[src/rtl/vimc_pkg.sv]
package vimc_pkg;

  // ==========================================================================
  // apb register map (byte addresses)
  // ==========================================================================
  localparam logic [7:0]  VIMC_REG_FEATURE_DIS = 8'h00;  // feature_disable_reg mirror
  localparam logic [7:0]  VIMC_REG_STATUS      = 8'h04;  // synchronised pins and mode
  localparam logic [7:0]  VIMC_REG_BLANK       = 8'h08;  // blanking levels

  // ==========================================================================
  // feature_disable_reg field positions
  // ==========================================================================
  localparam int          VIMC_F_EDH      = 0;  // edh packets, sd only
  localparam int          VIMC_F_PKT352   = 1;  // 352m payload packets
  localparam int          VIMC_F_ANC      = 2;  // anc checksum
  localparam int          VIMC_F_CRC      = 3;  // line crc, hd only
  localparam int          VIMC_F_LNUM     = 4;  // line numbering, hd only
  localparam int          VIMC_F_TRS      = 5;  // trs generation
  localparam int          VIMC_F_REMAP    = 6;  // illegal code remap
  localparam int          VIMC_F_HCFG     = 7;  // line_flag_timing_sel
  localparam int          VIMC_NFEAT      = 7;
  localparam logic [7:0]  VIMC_FDIS_RST   = 8'h00;

  // ==========================================================================
  // blanking levels after reset
  // ==========================================================================
  localparam logic [9:0]  VIMC_LUMA_BLANK_RST   = 10'h040;
  localparam logic [9:0]  VIMC_CHROMA_BLANK_RST = 10'h200;

  // ==========================================================================
  // host serial port framing
  // ==========================================================================
  localparam int          VIMC_HWORD      = 16;         // bits per command or data word
  localparam int          VIMC_HCMD_RD    = 15;         // command bit: 1 read, 0 write
  localparam logic [11:0] VIMC_HADDR_FDIS = 12'h000;    // feature_disable_reg
  localparam logic [11:0] VIMC_HADDR_STAT = 12'h001;    // status word

  // ==========================================================================
  // pin vector layout at the synchroniser
  // ==========================================================================
  localparam int          VIMC_P_DIN      = 0;   // 20 bits of parallel word
  localparam int          VIMC_P_RATE     = 20;
  localparam int          VIMC_P_WIDTH    = 21;
  localparam int          VIMC_P_PROC     = 22;
  localparam int          VIMC_P_CODE     = 23;
  localparam int          VIMC_P_ASI      = 24;
  localparam int          VIMC_P_TSRC     = 25;
  localparam int          VIMC_P_LDRV     = 26;
  localparam int          VIMC_P_TEST     = 27;
  localparam int          VIMC_P_RSTN     = 28;
  localparam int          VIMC_P_BLANKN   = 29;
  localparam int          VIMC_P_ROW      = 30;
  localparam int          VIMC_P_FRAME    = 31;
  localparam int          VIMC_P_FIELD    = 32;
  localparam int          VIMC_P_SEL      = 33;
  localparam int          VIMC_P_SCLK     = 34;
  localparam int          VIMC_P_SIN      = 35;
  localparam int          VIMC_P_TDO      = 36;
  localparam int          VIMC_NPIN       = 37;

  typedef enum logic [1:0] {
    VIMC_HP_IDLE,
    VIMC_HP_CMD,
    VIMC_HP_DATA
  } vimc_hp_e;

endpackage : vimc_pkg

[src/rtl/vimc_top.sv]
// The APB register port and the address map were chosen for this implementation.
`timescale 1ns/1ps

// How it works
// - lower parallel bits form a bus, bit 9 most significant, bit 0 least.
// - in 20-bit modes lower bits carry chroma in smpte mode, data in data-through.
// - in both 10-bit modes the lower bits stay high impedance in every mode.
// - sd 20-bit with async stream mode holds the lower bits in high impedance.
// - processing_enable high enables edh, 352m, anc, crc, line number, trs, remap.
// - processing_enable low disables every feature whatever feature_disable_reg says.
// - coding enabled and async mode low gives smpte mode, features allowed.
// - coding disabled means no scrambling, no encoding and no features.
// - host mode shared reset low restores defaults and floats all pins.
// - test mode shared reset low restores defaults and holds jtag in reset.
// - blank low outside async stream mode replaces luma, chroma and ancillary data by blanking levels.
// - select pin is active-low chip select in host mode, tms in test mode.
// - host words are shifted in with the host-driven serial clock.
// - host writes through serial input, device answers on serial output.
// - external timing with processing on sets trs h bit while row flag high.
// - frame flag feeds trs v bit, ignored when embedded timing is chosen.
// - even_odd_in high in field 2 feeds the trs f bit.
// - line_driver_enable low floats both serial line outputs, high drives them.
// - test select high gives shared pins to jtag, low to host serial port.
// - external timing select locks flywheel to external row, frame, field flags.
// - bus_width_select high means 20-bit demuxed input, low 10-bit muxed.
// - rate_select high means 270mb/s only, low means high-definition rates.
// - async stream mode needs async pin high, sd rate and coding disabled.
module vimc_top
  import vimc_pkg::*;
(
  input  wire logic        sys_clk,              // 40 mhz system clock
  input  wire logic        sys_rst,              // synchronous reset, active high
  // apb slave
  input  wire logic        psel,                 // apb select
  input  wire logic        penable,              // apb access phase
  input  wire logic        pwrite,               // apb write
  input  wire logic [7:0]  paddr,                // apb byte address
  input  wire logic [31:0] pwdata,               // apb write data
  output logic      [31:0] prdata,               // apb read data
  output logic             pready,               // apb ready
  output logic             pslverr,              // apb error on unmapped address
  // parallel video pins
  input  wire logic [9:0]  din_hi,               // upper parallel word, luma or muxed
  input  wire logic [9:0]  din_lo,               // lower parallel word, chroma or data
  input  wire logic        rate_select,          // 1 sd rate, 0 hd rates
  input  wire logic        bus_width_select,     // 1 20-bit, 0 10-bit
  input  wire logic        processing_enable,    // global feature enable
  input  wire logic        video_coding_enable,  // 1 smpte coding, 0 bypass
  input  wire logic        async_stream_mode,    // async stream request
  input  wire logic        timing_source_select, // 0 external flags, 1 embedded trs
  input  wire logic        line_driver_enable,   // serial line output stage enable
  input  wire logic        test_or_host_select,  // 1 jtag, 0 host serial port
  input  wire logic        reset_n_shared,       // shared reset, active low
  input  wire logic        blank_n_in,           // 0 blank the data
  input  wire logic        row_blanking_in,      // horizontal blanking flag
  input  wire logic        frame_blanking_in,    // vertical blanking flag
  input  wire logic        even_odd_in,          // field 2 flag
  // shared host serial / jtag pins
  input  wire logic        select_or_mode_pin,   // chip select low or tms
  input  wire logic        serial_clock_pin,     // host serial clock or tck
  input  wire logic        serial_in_pin,        // host data in or tdi
  output logic             serial_out_pin_o,     // host data out or tdo
  output logic             serial_out_pin_oe,    // high while driving serial_out_pin
  input  wire logic        jtag_tdo_in,          // tdo from boundary scan chain
  output logic             jtag_tms,             // tms to boundary scan chain
  output logic             jtag_tck,             // tck to boundary scan chain
  output logic             jtag_tdi,             // tdi to boundary scan chain
  output logic             jtag_trst_n,          // jtag sequence reset, active low
  // processed stream towards the serializer
  output logic [9:0]       word_hi,              // upper word after blanking
  output logic [9:0]       word_lo,              // lower word after blanking
  output logic             lo_bus_hiz,           // lower input bus held in high impedance
  output logic             din_pins_hiz,         // all input pins floated
  output logic             smpte_mode,           // smpte coding mode active
  output logic             asi_mode,             // async stream mode active
  output logic             scramble_enable,      // scrambling and nrzi coding on
  output logic [6:0]       feature_en,           // per feature enable vector
  output logic             trs_h,                // outgoing trs h bit
  output logic             trs_v,                // outgoing trs v bit
  output logic             trs_f,                // outgoing trs f bit
  output logic             flywheel_ext_lock,    // flywheel locked to external flags
  output logic             line_flag_timing_sel, // row flag timing mode
  output logic             serial_line_oe        // serial line outputs driven
);

  // ==========================================================================
  // state
  // ==========================================================================
  typedef struct packed {
    logic [VIMC_NPIN-1:0] sync1;
    logic [VIMC_NPIN-1:0] sync2;
    logic                 sclk_d;
    logic [7:0]           fdis;
    logic [9:0]           luma_lvl;
    logic [9:0]           chroma_lvl;
    logic                 mux_phase;
    vimc_hp_e             hp_state;
    logic [4:0]           hp_cnt;
    logic [15:0]          hp_shift;
    logic                 hp_read;
    logic [11:0]          hp_addr;
    logic [31:0]          prdata;
    logic                 pready;
    logic                 pslverr;
    logic                 sout;
    logic                 sout_oe;
    logic                 tms;
    logic                 tck;
    logic                 tdi;
    logic                 trst_n;
    logic [9:0]           word_hi;
    logic [9:0]           word_lo;
    logic                 lo_hiz;
    logic                 all_hiz;
    logic                 smpte;
    logic                 asi;
    logic                 scramble;
    logic [6:0]           feat;
    logic                 trs_h;
    logic                 trs_v;
    logic                 trs_f;
    logic                 ext_lock;
    logic                 hcfg;
    logic                 line_oe;
  } vimc_state_s;

  vimc_state_s st;
  vimc_state_s next_st;

  logic [VIMC_NPIN-1:0] pin_raw;

  // every pin enters in one vector so the synchroniser is uniform
  assign pin_raw = {jtag_tdo_in, serial_in_pin, serial_clock_pin, select_or_mode_pin,
                    even_odd_in, frame_blanking_in, row_blanking_in, blank_n_in,
                    reset_n_shared, test_or_host_select, line_driver_enable,
                    timing_source_select, async_stream_mode, video_coding_enable,
                    processing_enable, bus_width_select, rate_select, din_lo, din_hi};

  // status word shared by apb and host serial reads
  function automatic logic [15:0] vimc_status(input vimc_state_s s);
    vimc_status = {s.asi, s.smpte, 1'b0, s.sync2[VIMC_P_FIELD:VIMC_P_RATE]};
  endfunction

  // ==========================================================================
  // next state
  // ==========================================================================
  always_comb begin
    logic [9:0]  hi;
    logic [9:0]  lo;
    logic        rate_sd;
    logic        wide;
    logic        proc_on;
    logic        code_on;
    logic        asi_pin;
    logic        ext_tim;
    logic        test_m;
    logic        rst_sh;
    logic        sclk_rise;
    logic        sclk_fall;
    logic        cs_act;
    logic        smpte_n;
    logic        asi_n;
    logic        apb_acc;
    logic [15:0] hp_word;
    hi        = '0;
    lo        = '0;
    next_st   = st;
    // two flops on every pin before use
    next_st.sync1  = pin_raw;
    next_st.sync2  = st.sync1;
    next_st.sclk_d = st.sync2[VIMC_P_SCLK];
    hi        = st.sync2[VIMC_P_DIN +: 10];
    lo        = st.sync2[VIMC_P_DIN+10 +: 10];
    rate_sd   = st.sync2[VIMC_P_RATE];
    wide      = st.sync2[VIMC_P_WIDTH];
    proc_on   = st.sync2[VIMC_P_PROC];
    code_on   = st.sync2[VIMC_P_CODE];
    asi_pin   = st.sync2[VIMC_P_ASI];
    ext_tim   = ~st.sync2[VIMC_P_TSRC];
    test_m    = st.sync2[VIMC_P_TEST];
    rst_sh    = ~st.sync2[VIMC_P_RSTN];
    sclk_rise = st.sync2[VIMC_P_SCLK] & ~st.sclk_d;
    sclk_fall = ~st.sync2[VIMC_P_SCLK] & st.sclk_d;
    cs_act    = ~test_m & ~st.sync2[VIMC_P_SEL];
    apb_acc   = psel & penable & ~st.pready;
    hp_word   = '0;

    // mode decode
    smpte_n = code_on & ~asi_pin;
    asi_n   = asi_pin & rate_sd & ~code_on;
    next_st.smpte    = smpte_n;
    next_st.asi      = asi_n;
    next_st.scramble = code_on;
    next_st.ext_lock = ext_tim;
    next_st.hcfg     = st.fdis[VIMC_F_HCFG];

    // features need smpte mode and the global enable
    for (int i = 0; i < VIMC_NFEAT; i++) begin
      next_st.feat[i] = proc_on & smpte_n & ~st.fdis[i];
    end
    next_st.feat[VIMC_F_EDH]  = next_st.feat[VIMC_F_EDH] & rate_sd;
    next_st.feat[VIMC_F_CRC]  = next_st.feat[VIMC_F_CRC] & ~rate_sd;
    next_st.feat[VIMC_F_LNUM] = next_st.feat[VIMC_F_LNUM] & ~rate_sd;

    // lower bus usage per rate, width and mode
    next_st.lo_hiz = ~wide | (rate_sd & asi_n);

    // blanking; in 10-bit mode the word alternates chroma then luma
    next_st.mux_phase = wide ? 1'b0 : ~st.mux_phase;
    if (!st.sync2[VIMC_P_BLANKN] && !asi_n) begin
      if (wide) begin
        hi = st.luma_lvl;
        lo = st.chroma_lvl;
      end else begin
        hi = st.mux_phase ? st.luma_lvl : st.chroma_lvl;
      end
    end
    next_st.word_hi = hi;
    next_st.word_lo = next_st.lo_hiz ? 10'h000 : lo;

    // external timing flags into the trs bits
    if (ext_tim && proc_on && next_st.feat[VIMC_F_TRS]) begin
      next_st.trs_h = st.sync2[VIMC_P_ROW];
      next_st.trs_v = st.sync2[VIMC_P_FRAME];
      next_st.trs_f = st.sync2[VIMC_P_FIELD];
    end else begin
      next_st.trs_h = 1'b0;
      next_st.trs_v = 1'b0;
      next_st.trs_f = 1'b0;
    end

    // output stage
    next_st.line_oe = st.sync2[VIMC_P_LDRV];
    next_st.all_hiz = 1'b0;

    // shared pins: jtag passes through, host mode runs the serial port
    next_st.tms    = test_m & st.sync2[VIMC_P_SEL];
    next_st.tck    = test_m & st.sync2[VIMC_P_SCLK];
    next_st.tdi    = test_m & st.sync2[VIMC_P_SIN];
    next_st.trst_n = ~(test_m & rst_sh);
    if (test_m) begin
      next_st.sout     = st.sync2[VIMC_P_TDO];
      next_st.sout_oe  = 1'b1;
      next_st.hp_state = VIMC_HP_IDLE;
    end else if (!cs_act) begin
      next_st.hp_state = VIMC_HP_IDLE;
      next_st.sout_oe  = 1'b0;
      next_st.hp_cnt   = '0;
    end else begin
      case (st.hp_state)
        VIMC_HP_IDLE: begin
          next_st.hp_state = VIMC_HP_CMD;
          next_st.hp_cnt   = '0;
        end
        VIMC_HP_CMD: begin
          if (sclk_rise) begin
            next_st.hp_shift = {st.hp_shift[14:0], st.sync2[VIMC_P_SIN]};
            next_st.hp_cnt   = st.hp_cnt + 5'd1;
            if (st.hp_cnt == 5'(VIMC_HWORD - 1)) begin
              hp_word          = {st.hp_shift[14:0], st.sync2[VIMC_P_SIN]};
              next_st.hp_read  = hp_word[VIMC_HCMD_RD];
              next_st.hp_addr  = hp_word[11:0];
              next_st.hp_cnt   = '0;
              next_st.hp_state = VIMC_HP_DATA;
              // preload the read word so its first bit leads the next rise
              if (hp_word[11:0] == VIMC_HADDR_FDIS) begin
                next_st.hp_shift = {8'h00, st.fdis};
              end else if (hp_word[11:0] == VIMC_HADDR_STAT) begin
                next_st.hp_shift = vimc_status(st);
              end else begin
                next_st.hp_shift = '0;
              end
            end
          end
        end
        VIMC_HP_DATA: begin
          next_st.sout_oe = st.hp_read;
          if (sclk_fall && st.hp_read) begin
            next_st.sout = st.hp_shift[15];
          end
          if (sclk_rise) begin
            next_st.hp_shift = {st.hp_shift[14:0], st.sync2[VIMC_P_SIN]};
            next_st.hp_cnt   = st.hp_cnt + 5'd1;
            if (st.hp_cnt == 5'(VIMC_HWORD - 1)) begin
              next_st.hp_cnt   = '0;
              next_st.hp_state = VIMC_HP_CMD;
              if (!st.hp_read && st.hp_addr == VIMC_HADDR_FDIS) begin
                next_st.fdis = next_st.hp_shift[7:0];
              end
            end
          end
        end
        default: next_st.hp_state = VIMC_HP_IDLE;
      endcase
    end

    // apb slave: answer in the second access cycle, error on unmapped
    next_st.pready  = apb_acc;
    next_st.pslverr = 1'b0;
    next_st.prdata  = '0;
    if (apb_acc) begin
      case (paddr)
        VIMC_REG_FEATURE_DIS: begin
          if (pwrite) begin
            next_st.fdis = pwdata[7:0];
          end
          next_st.prdata = {24'h000000, st.fdis};
        end
        VIMC_REG_STATUS: begin
          next_st.prdata = {16'h0000, vimc_status(st)};
        end
        VIMC_REG_BLANK: begin
          if (pwrite) begin
            next_st.luma_lvl   = pwdata[9:0];
            next_st.chroma_lvl = pwdata[25:16];
          end
          next_st.prdata = {6'h00, st.chroma_lvl, 6'h00, st.luma_lvl};
        end
        default: next_st.pslverr = 1'b1;
      endcase
    end

    // shared reset: defaults everywhere, floating pins in host mode
    if (rst_sh) begin
      next_st.fdis       = VIMC_FDIS_RST;
      next_st.luma_lvl   = VIMC_LUMA_BLANK_RST;
      next_st.chroma_lvl = VIMC_CHROMA_BLANK_RST;
      next_st.hp_state   = VIMC_HP_IDLE;
      next_st.feat       = '0;
      next_st.trs_h      = 1'b0;
      next_st.trs_v      = 1'b0;
      next_st.trs_f      = 1'b0;
      next_st.word_hi    = '0;
      next_st.word_lo    = '0;
      if (!test_m) begin
        next_st.all_hiz = 1'b1;
        next_st.lo_hiz  = 1'b1;
        next_st.line_oe = 1'b0;
        next_st.sout_oe = 1'b0;
      end
    end
  end

  // ==========================================================================
  // registers
  // ==========================================================================
  // one clocked process; reset gives constants only
  always_ff @(posedge sys_clk) begin
    if (sys_rst) begin
      st            <= '0;
      st.fdis       <= VIMC_FDIS_RST;
      st.luma_lvl   <= VIMC_LUMA_BLANK_RST;
      st.chroma_lvl <= VIMC_CHROMA_BLANK_RST;
      st.hp_state   <= VIMC_HP_IDLE;
      st.trst_n     <= 1'b0;
      st.lo_hiz     <= 1'b1;
      st.all_hiz    <= 1'b1;
    end else begin
      st <= next_st;
    end
  end

  // ==========================================================================
  // outputs straight from state
  // ==========================================================================
  assign prdata               = st.prdata;
  assign pready               = st.pready;
  assign pslverr              = st.pslverr;
  assign serial_out_pin_o     = st.sout;
  assign serial_out_pin_oe    = st.sout_oe;
  assign jtag_tms             = st.tms;
  assign jtag_tck             = st.tck;
  assign jtag_tdi             = st.tdi;
  assign jtag_trst_n          = st.trst_n;
  assign word_hi              = st.word_hi;
  assign word_lo              = st.word_lo;
  assign lo_bus_hiz           = st.lo_hiz;
  assign din_pins_hiz         = st.all_hiz;
  assign smpte_mode           = st.smpte;
  assign asi_mode             = st.asi;
  assign scramble_enable      = st.scramble;
  assign feature_en           = st.feat;
  assign trs_h                = st.trs_h;
  assign trs_v                = st.trs_v;
  assign trs_f                = st.trs_f;
  assign flywheel_ext_lock    = st.ext_lock;
  assign line_flag_timing_sel = st.hcfg;
  assign serial_line_oe       = st.line_oe;

endmodule // vimc_top

[config.mk]
export PLATFORM = sky130hd
export DESIGN_NAME = vimc_top
export DESIGN_NICKNAME = d
export VERILOG_FILES = /design/src/rtl/vimc_pkg.sv /design/src/rtl/vimc_top.sv
export SDC_FILE = /design/constraint.sdc
export NUM_CORES = 1
export LEC_CHECK = 0
export ABC_AREA = 1
export ABC_CLOCK_PERIOD_IN_PS = 1830
export BUFFER_PORTS_ARGS = -buffer_cell sky130_fd_sc_hd__buf_4
export CAP_MARGIN = 20
export CORE_MARGIN = 3
export CORE_UTILIZATION = 35
export CTS_BUF_LIST = sky130_fd_sc_hd__clkbuf_4 sky130_fd_sc_hd__clkbuf_8
export DETAILED_ROUTE_END_ITERATION = 16
export PLACE_DENSITY_LB_ADDON = 0.25
export SYNTH_ARGS = -nofsm -noshare
export SYNTH_HDL_FRONTEND = slang
export SYNTH_SLANG_ARGS = --single-unit
export TNS_END_PERCENT = 30
[constraint.sdc]
create_clock -name sys_clk -period 1.83 [get_ports sys_clk]
set_input_delay 0.183 -clock sys_clk [delete_from_list [all_inputs] [get_ports sys_clk]]
set_output_delay 0.183 -clock sys_clk [all_outputs]
set_load 0.01 [all_outputs]
### Word level (Yosys, flattened, before mapping)

Index checks and enable logic that the tools add are counted.

* bits in registers: 218
* latch bits: 0
* bits in writable memories: 0
* ROM bits: 0
* input port bits: 82
* output and inout bits: 78
* word-level logic and storage cells: 165
* memories: 0

* add/sub/neg operators: 1
* multiply operators: 0
* div/mod/pow operators: 0
* $lt $le $gt $ge: 0
* equality and inequality tests: 13
* shifts and indexed selects: 0
* multiplexer cells: 39
* bitwise gates (word level): 48
* reduce and logical (&&, ||, !) cells: 29

Operators with widths (count)
* one-hot mux 26 bit (3 select lines): 1
* two-way mux 36 bit: 2
* two-way mux 8 bit: 8
* two-way mux 10 bit: 5
* two-way mux 20 bit: 2
* two-way mux 16 bit: 2
* one-hot mux 16 bit (2 select lines): 1
* two-way mux 28 bit: 1
* bitwise AND 1 bit: 24
* zero test 12 bit: 2
* two-way mux 23 bit: 1
* inverter 1 bit: 23
* one-hot mux 5 bit (3 select lines): 1
* == test 12 x 1 -> 1 bit, second input constant: 1
* AND reduction 5 bit: 2
* OR reduction 3 bit: 3
* == test 8 x 3 -> 1 bit, second input constant: 1
* == test 8 x 4 -> 1 bit, second input constant: 1
* zero test 8 bit: 1
* two-way mux 1 bit: 8
* two-way mux 2 bit: 4
* inequality test 2 bit, second input constant: 4
* AND reduction 4 bit: 2
* nonzero test 2 bit: 4
* 16 further kinds: 26

### Longest topological paths before layout

Gate-level depths: netlist (run 1).

* depth after elaboration: 11
* mapped depth: 13
* depth with buffers taken out: 12

### Worst setup path before layout (run 1)

Ideal clock, no wire load.

* kind: reg-to-reg
* from: register st[112] (netlist bit)
* to: register st[95] (netlist bit)
* data arrival time: 1.545 ns
* required time: 1.774 ns
* setup slack: 0.229 ns
* cell stages (with the launch flop): 13
* buffers on the path: 1
* cells stage by stage: dfxtp_1 -> inv_1 -> ha_1 -> inv_2 -> nand3_1 -> nor2_4 -> inv_2 -> nor2_4 -> buf_6 -> nand2_1 -> nand3_1 -> nand2_1 -> inv_1

* longest elaborated chain between the ends: 3

RTL lines
* start, declared: line vimc_top.sv:127 `vimc_state_s st;`
* start signal, assigned: line vimc_top.sv:359 `st <= next_st;`
* == test 2 bit / == test 2 x 1 -> 1 bit (equally long branches): line vimc_top.sv:250 `case (st.hp_state)`
* inequality test 2 bit (no line) / nonzero test 2 bit (equally long branches)
* AND reduction 5 bit (no line)

Parallel ways exist; a longest one is shown, timed or not.
A chain may end at the register's enable or synchronous reset.

### Final worst setup path (run 1)

* from: register st[112] (netlist bit)
* to: register st[91] (netlist bit)

Same word-level chain as after synthesis.

==> run metrics, run 1 <==
status=finished clean; CTS root buf=clkbuf_8; CP Data Required Time=2.25 ns; hold slack final=0.0256 ns; Crit. End Element=register; count of different cell masters after synthesis=33; # fillers=2333; power share of the sequential group=48.6%; Cells after DPL=1475; fin cells=1593; ANT cells=0; Syn Std Cell Area=8210 um2; core area=22800 um2; Total Wirelength=21500 um; DR WL/cell=13.5 um; Total GRT Usage=16.9%; sink count of the clock tree=211; gpl congestion=0.833; worst-path fanout max=16; DRC=0; Max Fclk=0.587 GHz; fraction of layout cells with a size suffix above 1=20.9%; Die Ht=159 um; startpoint types=register; final hold violation count=0; initial core utilization=35.9%; maxcap violations=0; Switching Fraction=22.8%; first-pass GRT wire length=35000 um; total power=9770 uW; First-pass DRT Iterations=5; Total Nets Final=1346; Die ar.=25300 um2; Arr. time, crit path=2.13 ns; antenna violations before repair=0; VDD IR max=0.486 mV; Max Slew Vio Count=0; total negative slack=0 ns; multi-input logic area=2740 um2; clock latency on the worst-skew pair=0.52 ns; most used cell, CP=nand2_1; Synth Register Bits=211; Syn Inst Count=1075; Clock transition at path regs=0.06 ns; CP max stage delay=0.35 ns; P_int=7540 uW; worst min path class=in -> reg; synthesis-to-layout area growth=31.0%; Ports=160; 1st-iter DRT viols=476; vias in the first global route=6793; clock tree buffer depth=3; PortBufs=140; period utilisation layout=93.2%; Tmin final=1.70 ns; Lkg Pwr=0.00491 uW; worst-margin pin slew=0.696 ns; Switch Pwr=2230 uW; clock power share=45.1%; RSZ-0062 raised after global routing=no; most frequent cells in the layout=209 x dfxtp_1, 199 x nor2_1, 176 x buf_4; grt ovf=0; Crit-path slowest cell=dfxtp_2; PD cells=909 nW/um2; register area=4230 um2; Clock Skews=0.0131 ns; DRT antenna net count=0; commonest non-fill, non-tap cell in the layout=dfxtp_1; Setup CP Type=reg -> reg; cells along the critical path=inv_1, ha_1, inv_2, nand2_1, nand2_1, nand2_1, inv_2, buf_12, nand2_1, inv_1, nand3_1, nand2_1, inv_1; synthesized area per cell=7.64 um2; Ys Warns=0; sequential-to-total area share from yosys stat=51.5%; CTS tree=built; maximum number of pins on one net before global-route repair=38; Cell Rows=55; DIE WIDTH=159 um; CTS H-tree lvls=2; logic gate share of total power=6.2%; Rel. slew slack=53.5%; DR vias/cell=4.35; via count=6932; detailed placer's ending HPWL=15400 um; CTS buffer count=36; # setup viols final=0
-- cell type report --
cell class	instances	share of cell area (%)
well taps	313	3.64
clock buffers	50	5.93
multi-input cells	595	25.5
inverters	177	6.18
repair buffers	238	18.5
clock inverters	9	0.989
flip-flops and latches	211	39.3
-- power by group through the flow --
| stage | clock, uW | sequential (uW) | combinational, uW |
|---|---|---|---|
| floorplan | 0 | 4830 | 273 |
| global placement | 0 | 4850 | 499 |
| detailed placement | 0 | 4850 | 503 |
| CTS | 4540 | 4750 | 604 |
| global route | 4750 | 4760 | 684 |
| finish | 4410 | 4750 | 607 |
-- layer usage --
| layer | wire, um | GRT usage, % | vias up |
|---|---|---|---|
| li1 | - | - | 3615 |
| met1 | 10300 | 23.5 | 3069 |
| met2 | 9240 | 26.0 | 208 |
| met3 | 1450 | 3.98 | 40 |
| met4 | 459 | 5.65 | 0 |
| met5 | 0 | 0 | - |
-- synthesized netlist by cell type --
cell | number | share of area (%)
dfxtp_1 | 211 | 51
nor2_1 | 199 | 9.1
inv_1 | 175 | 8.0
nand2_1 | 154 | 7.0
o21ai_0 | 69 | 4.2
buf_4 | 60 | 5.5
a21oi_1 | 39 | 2.4
nand3_1 | 38 | 2.3
nand4_1 | 28 | 2.1
clkbuf_1 | 27 | 1.2
a31oi_1 | 14 | 1.1
nor3_1 | 11 | 0.67
buf_2 | 8 | 0.49
nor2_2 | 8 | 0.61
ha_1 | 5 | 0.76
a311oi_1 | 4 | 0.43
nor2_4 | 3 | 0.41
or2_2 | 3 | 0.23
a21boi_0 | 2 | 0.18
a21oi_2 | 2 | 0.21
buf_6 | 2 | 0.27
inv_2 | 2 | 0.091
buf_1 | 1 | 0.046
conb_1 | 1 | 0.046
nand2_2 | 1 | 0.076
nand3_2 | 1 | 0.12
nand3_4 | 1 | 0.21
nand3b_1 | 1 | 0.091
nand4_4 | 1 | 0.26
o21a_1 | 1 | 0.091
o21ai_1 | 1 | 0.061
o21bai_1 | 1 | 0.091
xor2_1 | 1 | 0.11
-- worst max-delay path: cells and delay by family (launching register included) --
| family | cells | cell delay [ns] |
|---|---|---|
| flip-flops | 1 | 0.35 |
| buffers and inverters | 6 | 0.53 |
| AND/OR/NAND/NOR | 6 | 0.50 |
| adder cells (fa/ha/maj) | 1 | 0.22 |
-- worst paths after layout --
path	slack, ns	from	endpoint	depth (start not counted)
max reg2reg	0.13	st[112]	st[91]	13
min reg2reg	0.40	next_st[150]	st[150]	2
max	0.13	st[112]	st[91]	13
min	0.03	sys_rst	next_st[176]	2
-- through the flow --
stage | utilization (%) | instance area [um2] | worst slack, ns
after floorplan | - | 8230 | 0.229
after global placement | 41.1 | 9390 | 0.116
after detailed placement | 41.1 | 9390 | 0.0646
after CTS | 46.9 | 10700 | 0.0546
after global routing | 47.1 | 10800 | 0.00308
final | 47.1 | 10800 | 0.125
-- sequential cells by signal, summed over array words and instances (netlist names), 7 cells and up --
signal	count
word_lo	10
st	100
next_st	40
prdata	25
word_hi	10
feature_en	7
-- what timing repair did --
action | in CTS | in global routing
setup endpoints to repair | 0 | 24
gates resized for setup | 0 | 9
buffers inserted | 0 | 0
hold endpoints to repair | 68 | 0
hold buffers | 58 | 0
-- cells by family (layout without fill, tap and decap cells) --
group | after synthesis | after routing | share of synthesized area [%]
compound gates | 133 | 133 | 8.72
xor+xnor | 1 | 1 | 0.107
flops | 211 | 211 | 51.5
simple gates | 449 | 449 | 23.3
other cells | 1 | 7 | 0.0457
fa+ha+maj | 5 | 5 | 0.762
buf+inv | 275 | 474 | 15.6
Note: power is estimated with default switching activity, not from simulation.
==> run 2, diff against run 1 <==
Settings changed: ABC_AREA 1 to 0.
==> run 2 against run 1 <==
  * The flow now finishes with violations (negative setup slack)
  * Count of clock-buffer cells in the layout is 6 higher
  * Critical endpoint is now st[105]
  * First-iteration DRC count is 5.3% higher
  * Critical path depth is 4 lower
  * Combinational power is 1% lower
  * Final area is 1.9% lower
  * Via count is 9.1% lower
  * Power is 2.4% lower
  * Non-clock buffer count is 20 higher
  * Clock skew is 0.0052 ns higher
  * Largest power group unchanged
  * Die area is 5.0% lower
  * Setup slack worse by 0.15 ns
  * Highest routed layer is now met5
==> run metrics, run 2 <==
initial core utilization=36.3% (was 35.9%); Total Nets Final=1116 (was 1346); gpl congestion=0.839 (was 0.833); maximum number of pins on one net before global-route repair=81 (was 38); Die ar.=24000 um2 (was 25300 um2); core area=21400 um2 (was 22800 um2); top post-synthesis cells by area=dfxtp_1 54%, nor2b_1 6.6%, buf_4 5.7% (was dfxtp_1 51%, nor2_1 9.1%, inv_1 8.0%); Ports=160 (unchanged); Clock Skews=0.0182 ns (was 0.0131 ns); most frequent cells in the layout=209 x dfxtp_1, 191 x buf_4, 106 x nand2_1 (was 209 x dfxtp_1, 199 x nor2_1, 176 x buf_4); Clock transition at path regs=0.06 ns (about the same); First-pass DRT Iterations=4 (was 5); WL met3=1530 um (was 1450 um); VDD IR max=0.500 mV (was 0.486 mV); Syn Inst Count=829 (was 1075); Synth top cells by count=211 x dfxtp_1, 107 x nand2_1, 82 x nor2b_1 (was 211 x dfxtp_1, 199 x nor2_1, 175 x inv_1); worst min path class=in -> reg (unchanged); Synth Flop Type=dfxtp_1 (unchanged); RSZ-0062 raised after global routing=yes (was no); synthesis-to-layout area growth=35.6% (was 31.0%); antenna violations before repair=1 (was 0); RR Startpoint=st[113] (was st[112]); Ys Warns=0 (unchanged); synthesized area per cell=9.38 um2 (was 7.64 um2); Setup CP Type=reg -> reg (unchanged); number of synthesized flops with an enable pin=0 (unchanged); fin cells=1325 (was 1593); PortBufs=140 (unchanged); maxcap violations=0 (unchanged); sequential-to-total area share from yosys stat=54.3% (was 51.5%); worst-path fanout max=7 (was 16); fraction of layout cells with a size suffix above 1=27.8% (was 20.9%); status=complete, but fails checks (was finished clean); Total Wirelength=21400 um (was 21500 um); top-count cell post-synth=dfxtp_1 (unchanged); 1st-iter DRT viols=501 (was 476); total negative slack=-0.0424 ns (was 0 ns); Reg2Reg Depth=9 (was 13); PD cells=904 nW/um2 (was 909 nW/um2); Crit. End Element=register (unchanged); CTS tree=built (unchanged); Synth Register Bits=211 (unchanged); met1 wire length=10200 um (was 10300 um); count of different cell masters after synthesis=51 (was 33); final instance area=10500 um2 (was 10800 um2); Total GRT Usage=17.4% (was 16.9%); r2r setup slk=-0.03 ns (was 0.13 ns); Yosys top cell by area=dfxtp_1 (unchanged); Most flops, register=st (unchanged); CTS root buf=clkbuf_8 (unchanged); violated checks=negative setup slack; sink count of the clock tree=211 (unchanged); first-pass GRT wire length=33300 um (was 35000 um); Post-DP Area=9100 um2 (was 9390 um2); Arr. time, crit path=2.26 ns (was 2.13 ns); clock tree buffer depth=3 (unchanged); ANT cells=0 (unchanged); Async SR Flop Fraction=0% (unchanged); detailed placer's ending HPWL=15000 um (was 15400 um); Min-Delay Endpoint=prdata[0] (was next_st[176]); clock latency on the worst-skew pair=0.52 ns (about the same); DR vias/cell=4.75 (was 4.35); Cells after DPL=1205 (was 1475); Cell Rows=53 (was 55); Die Ht=155 um (was 159 um); Max Slew Vio Count=0 (unchanged); Setup crit start=st[113] (was st[112]); commonest non-fill, non-tap cell in the layout=dfxtp_1 (unchanged); pre-CTS setup slack=-0.123 ns (was 0.0646 ns); top sig layer=met5 (was met4); via count=6299 (was 6932); Util after Layout=49.2% (was 47.1%); WHS Path Cells=4 (was 2); capturing point of the worst reg2reg path=st[105] (was st[91]); DR WL/cell=16.2 um (was 13.5 um); hold wc startpoint=paddr[2] (was sys_rst); DIE WIDTH=155 um (was 159 um); vias in the first global route=6201 (was 6793); Rel. slew slack=63.6% (was 53.5%); # setup viols final=3 (was 0); grt ovf=0 (unchanged); max reg flops=100 (unchanged); worst-margin pin slew=0.544 ns (was 0.696 ns); area share of the largest cell type after synthesis=54.3% (was 51.5%); CP Data Required Time=2.23 ns (was 2.25 ns); DRT antenna net count=0 (unchanged); DRC=0 (unchanged); period utilisation layout=102% (was 93.2%); Tmin final=1.86 ns (was 1.70 ns); final hold violation count=0 (unchanged); CTS buffer count=36 (unchanged); Syn Std Cell Area=7780 um2 (was 8210 um2); CTS H-tree lvls=2 (unchanged); met2 wire len=9090 um (was 9240 um); Max Fclk=0.538 GHz (was 0.587 GHz); Lkg Pwr=0.00435 uW (was 0.00491 uW); startpoint types=register (unchanged); final worst slack=-0.0295 ns (was 0.125 ns)
## run 2: critical path, stage by stage, from the launching register on
cell and delay [ns]:
dfxtp_2 0.33, inv_2 0.04, ha_1 0.26, or3b_4 0.40, buf_6 0.14, a21oi_4 0.20, clkbuf_16 0.20, nor2_2 0.04
nand2_1 0.07, o21ai_1 0.06
## run 2: cell families after synthesis
kind of cell	synth area share (%)
fa+ha+maj	0.804
mux	3.75
flops	54.3
other cells	0.0482
compound gates	10.2
buf+inv	8.28
simple gates	22.6
## run 2: area by class of cell
class,count,area (um2)
clock buffers,56,696
fillers,1987,10900
well taps,275,344
flip-flops and latches,211,4230
clock inverters,3,20.0
inverters,6,22.5
multi-input cells,516,3060
repair buffers,258,2170
## run 2: how the worst max path moves through the flow
stage / endpoint / slack, ns
after floorplan: next_st[1] / -0.04
after global placement: st[106] / -0.06
after detailed placement: st[106] / -0.12
after CTS: st[103] / 0.02
after global routing: st[96] / -0.09
final: st[105] / -0.03
## run 2: routing by layer
metal	vias to the layer above	global-route usage (%)
met5	-	0
met4	2	6.18
met3	39	3.53
met2	245	25.6
met1	2881	25.4
li1	3132	-
## run 2: report_power, final
| part | internal [uW] | total (uW) | switching, uW |
|---|---|---|---|
| combinational | 335 | 600 | 265 |
| clock | 2400 | 4180 | 1780 |
| sequential | 4690 | 4760 | 62.4 |
| total | 7430 | 9530 | 2110 |
## run 2: what timing repair did
item                       CTS  global route
setup endpoints to repair   19            28
pin swaps                    3            11
buffers inserted             1             1
hold buffers                58             0
cloned                       0             1
hold endpoints to repair    66             0
resized for setup            7            20
## run 2: metrics by stage
stage / hold slack (ns) / total power (uW)
finish: 0.102 / 9530
global route: 0.105 / 9890
CTS: 0.0649 / 9640
detailed placement: 0.397 / 5330
global placement: 0.395 / 5330
floorplan: 0.262 / 5080
==> run 3, diff against run 2 <==
Settings changed: ABC_CLOCK_PERIOD_IN_PS 1830 to 1600.
Clock period 1.83 ns to 1.6 ns, I/O delays scaled along.
==> run 3 against run 2 <==
  * The flow still finishes with violations (negative setup slack)
  * Sequential power increased by 14%
  * Clock skew decreased by 0.0033 ns
  * First-iteration DRC count decreased by 2.4%
  * Sequential share of layout area decreased by 1.6 points
  * Critical path depth decreased by 1
  * Clock power increased by 15%
  * Count of clock-buffer cells in the layout decreased by 3
  * Cell count increased by 2.6%
  * Global-route usage increased by 0.16 points
  * Utilization increased by 2.0 points
  * Wire length increased by 1.4%
  * Combinational power increased by 24%
  * Critical endpoint is now st[107]
  * Largest cell class unchanged
  * Largest power group unchanged
==> run metrics, run 3 (synthesis results as in run 2) <==
status=complete, but fails checks (unchanged); violated checks=negative setup slack (unchanged); VDD IR max=0.493 mV (was 0.500 mV); gpl congestion=0.901 (was 0.839); vias in the first global route=6228 (was 6201); Die Ht=155 um (unchanged); P_int=8500 uW (was 7430 uW); final instance area=11000 um2 (was 10500 um2); power share of the sequential group=49.5% (was 49.9%); DR WL/cell=16.0 um (was 16.2 um); 1st-iter DRT viols=489 (was 501); hold slack final=0.0655 ns (was 0.102 ns); final hold violation count=0 (unchanged); clock latency on the worst-skew pair=0.52 ns (about the same); detailed placer's ending HPWL=15500 um (was 15000 um); # fillers=1950 (was 1987); core area=21400 um2 (unchanged); Most flops, register=st (unchanged); Post-DP Area=9340 um2 (was 9100 um2); Lkg Pwr=0.00455 uW (was 0.00435 uW); maximum number of pins on one net before global-route repair=55 (was 81); startpoint types=register (unchanged); Total Wirelength=21700 um (was 21400 um); register area=4230 um2 (about the same); RSZ-0062 raised after global routing=yes (unchanged); Switching Fraction=22.5% (was 22.1%); clock power share=43.7% (was 43.8%); Tmin final=1.80 ns (was 1.86 ns); Total Nets Final=1147 (was 1116); sink count of the clock tree=211 (unchanged); PortBufs=140 (unchanged); First-pass DRT Iterations=5 (was 4); DRC=0 (unchanged); Total GRT Usage=17.6% (was 17.4%); clock tree buffer depth=3 (unchanged); Clock Skews=0.0150 ns (was 0.0182 ns); CTS H-tree lvls=2 (unchanged); Crit. End Element=register (unchanged); Switch Pwr=2470 uW (was 2110 uW); period utilisation layout=112% (was 102%); total power=11000 uW (was 9530 uW); DRT antenna net count=0 (unchanged); Arr. time, crit path=2.22 ns (was 2.26 ns); Max Fclk=0.556 GHz (was 0.538 GHz); Setup CP Type=reg -> reg (unchanged); Ports=160 (unchanged); grt ovf=0 (unchanged); worst-path fanout max=5 (was 7); CP Data Required Time=2.02 ns (was 2.23 ns); final worst slack=-0.198 ns (was -0.0295 ns); PD cells=999 nW/um2 (was 904 nW/um2); logic gate share of total power=6.8% (was 6.3%); most frequent cells in the layout=218 x buf_4, 207 x dfxtp_1, 106 x nand2_1 (was 209 x dfxtp_1, 191 x buf_4, 106 x nand2_1); CTS tree=built (unchanged); fin cells=1360 (was 1325); maxcap violations=0 (unchanged); multi-input logic area=3220 um2 (was 3060 um2); Die ar.=24000 um2 (unchanged); Cells after DPL=1235 (was 1205); initial core utilization=36.3% (unchanged); CTS buffer count=35 (was 36); max reg flops=100 (unchanged); Cell Rows=53 (unchanged); # setup viols final=29 (was 3); fraction of layout cells with a size suffix above 1=32.4% (was 27.8%); commonest non-fill, non-tap cell in the layout=buf_4 (was dfxtp_1); worst min path class=in -> reg (unchanged); via count=6482 (was 6299); DR vias/cell=4.77 (was 4.75); synthesis-to-layout area growth=41.2% (was 35.6%); antenna violations before repair=2 (was 1); DIE WIDTH=155 um (unchanged); total negative slack=-4.34 ns (was -0.0424 ns); first-pass GRT wire length=33400 um (was 33300 um); Clock transition at path regs=0.06 ns (about the same); CTS root buf=clkbuf_8 (unchanged); Max Slew Vio Count=0 (unchanged)
run 3: metrics by stage:
stage	worst slack (ns)	util (%)
5_1_grt	-0.269	51.3
3_5_place_dp	-0.361	43.6
4_1_cts	-0.231	50.5
6_report	-0.198	51.3
3_3_place_gp	-0.273	43.6
2_1_floorplan	-0.274	-
run 3: final timing paths:
check	from	end	slack [ns]	cells past startpoint
setup / recovery	st[112]	st[107]	-0.20	8
hold / removal	penable	pready	0.07	3
setup reg to reg	st[112]	st[107]	-0.20	8
hold reg to reg	next_st[164]	st[164]	0.43	1
run 3: critical path, cell delays in order (launching register included):
cell	delay [ns]
dfxtp_2	0.34
inv_2	0.05
buf_6	0.11
ha_4	0.17
or2_4	0.28
a211oi_4	0.25
nor2_2	0.07
or3b_1	0.37
o31ai_2	0.06
run 3: final cells by class:
type	count	area share, %
clock inverters	8	0.410
clock buffers	53	6.19
repair buffers	290	22.2
diodes	1	0.0228
inverters	6	0.205
flip-flops and latches	211	38.5
multi-input cells	516	29.3
well taps	275	3.13
run 3: metal layers:
layer / global-route usage [%] / routed length (um) / vias up
met3: 4.31 / 1730 / 45
li1: - / - / 3199
met2: 25.6 / 9120 / 251
met4: 5.63 / 514 / 2
met5: 0 / 12 / -
met1: 25.7 / 10300 / 2985
run 3: power groups by stage:
stage / Combinational, uW / Clock [uW] / Sequential (uW)
final: 742 / 4800 / 5430
after global routing: 805 / 5200 / 5440
after CTS: 713 / 4940 / 5430
after floorplan: 286 / 0 / 5520
after global placement: 579 / 0 / 5540
after detailed placement: 585 / 0 / 5550
run 3: timing repair:
item                       4_1_cts  5_1_grt
setup endpoints to repair       44       46
pin swaps                       18       17
hold buffers                    58        0
gates cloned                     1        0
hold endpoints to repair        68        0
buffers inserted                 4        1
resized for setup               29       35
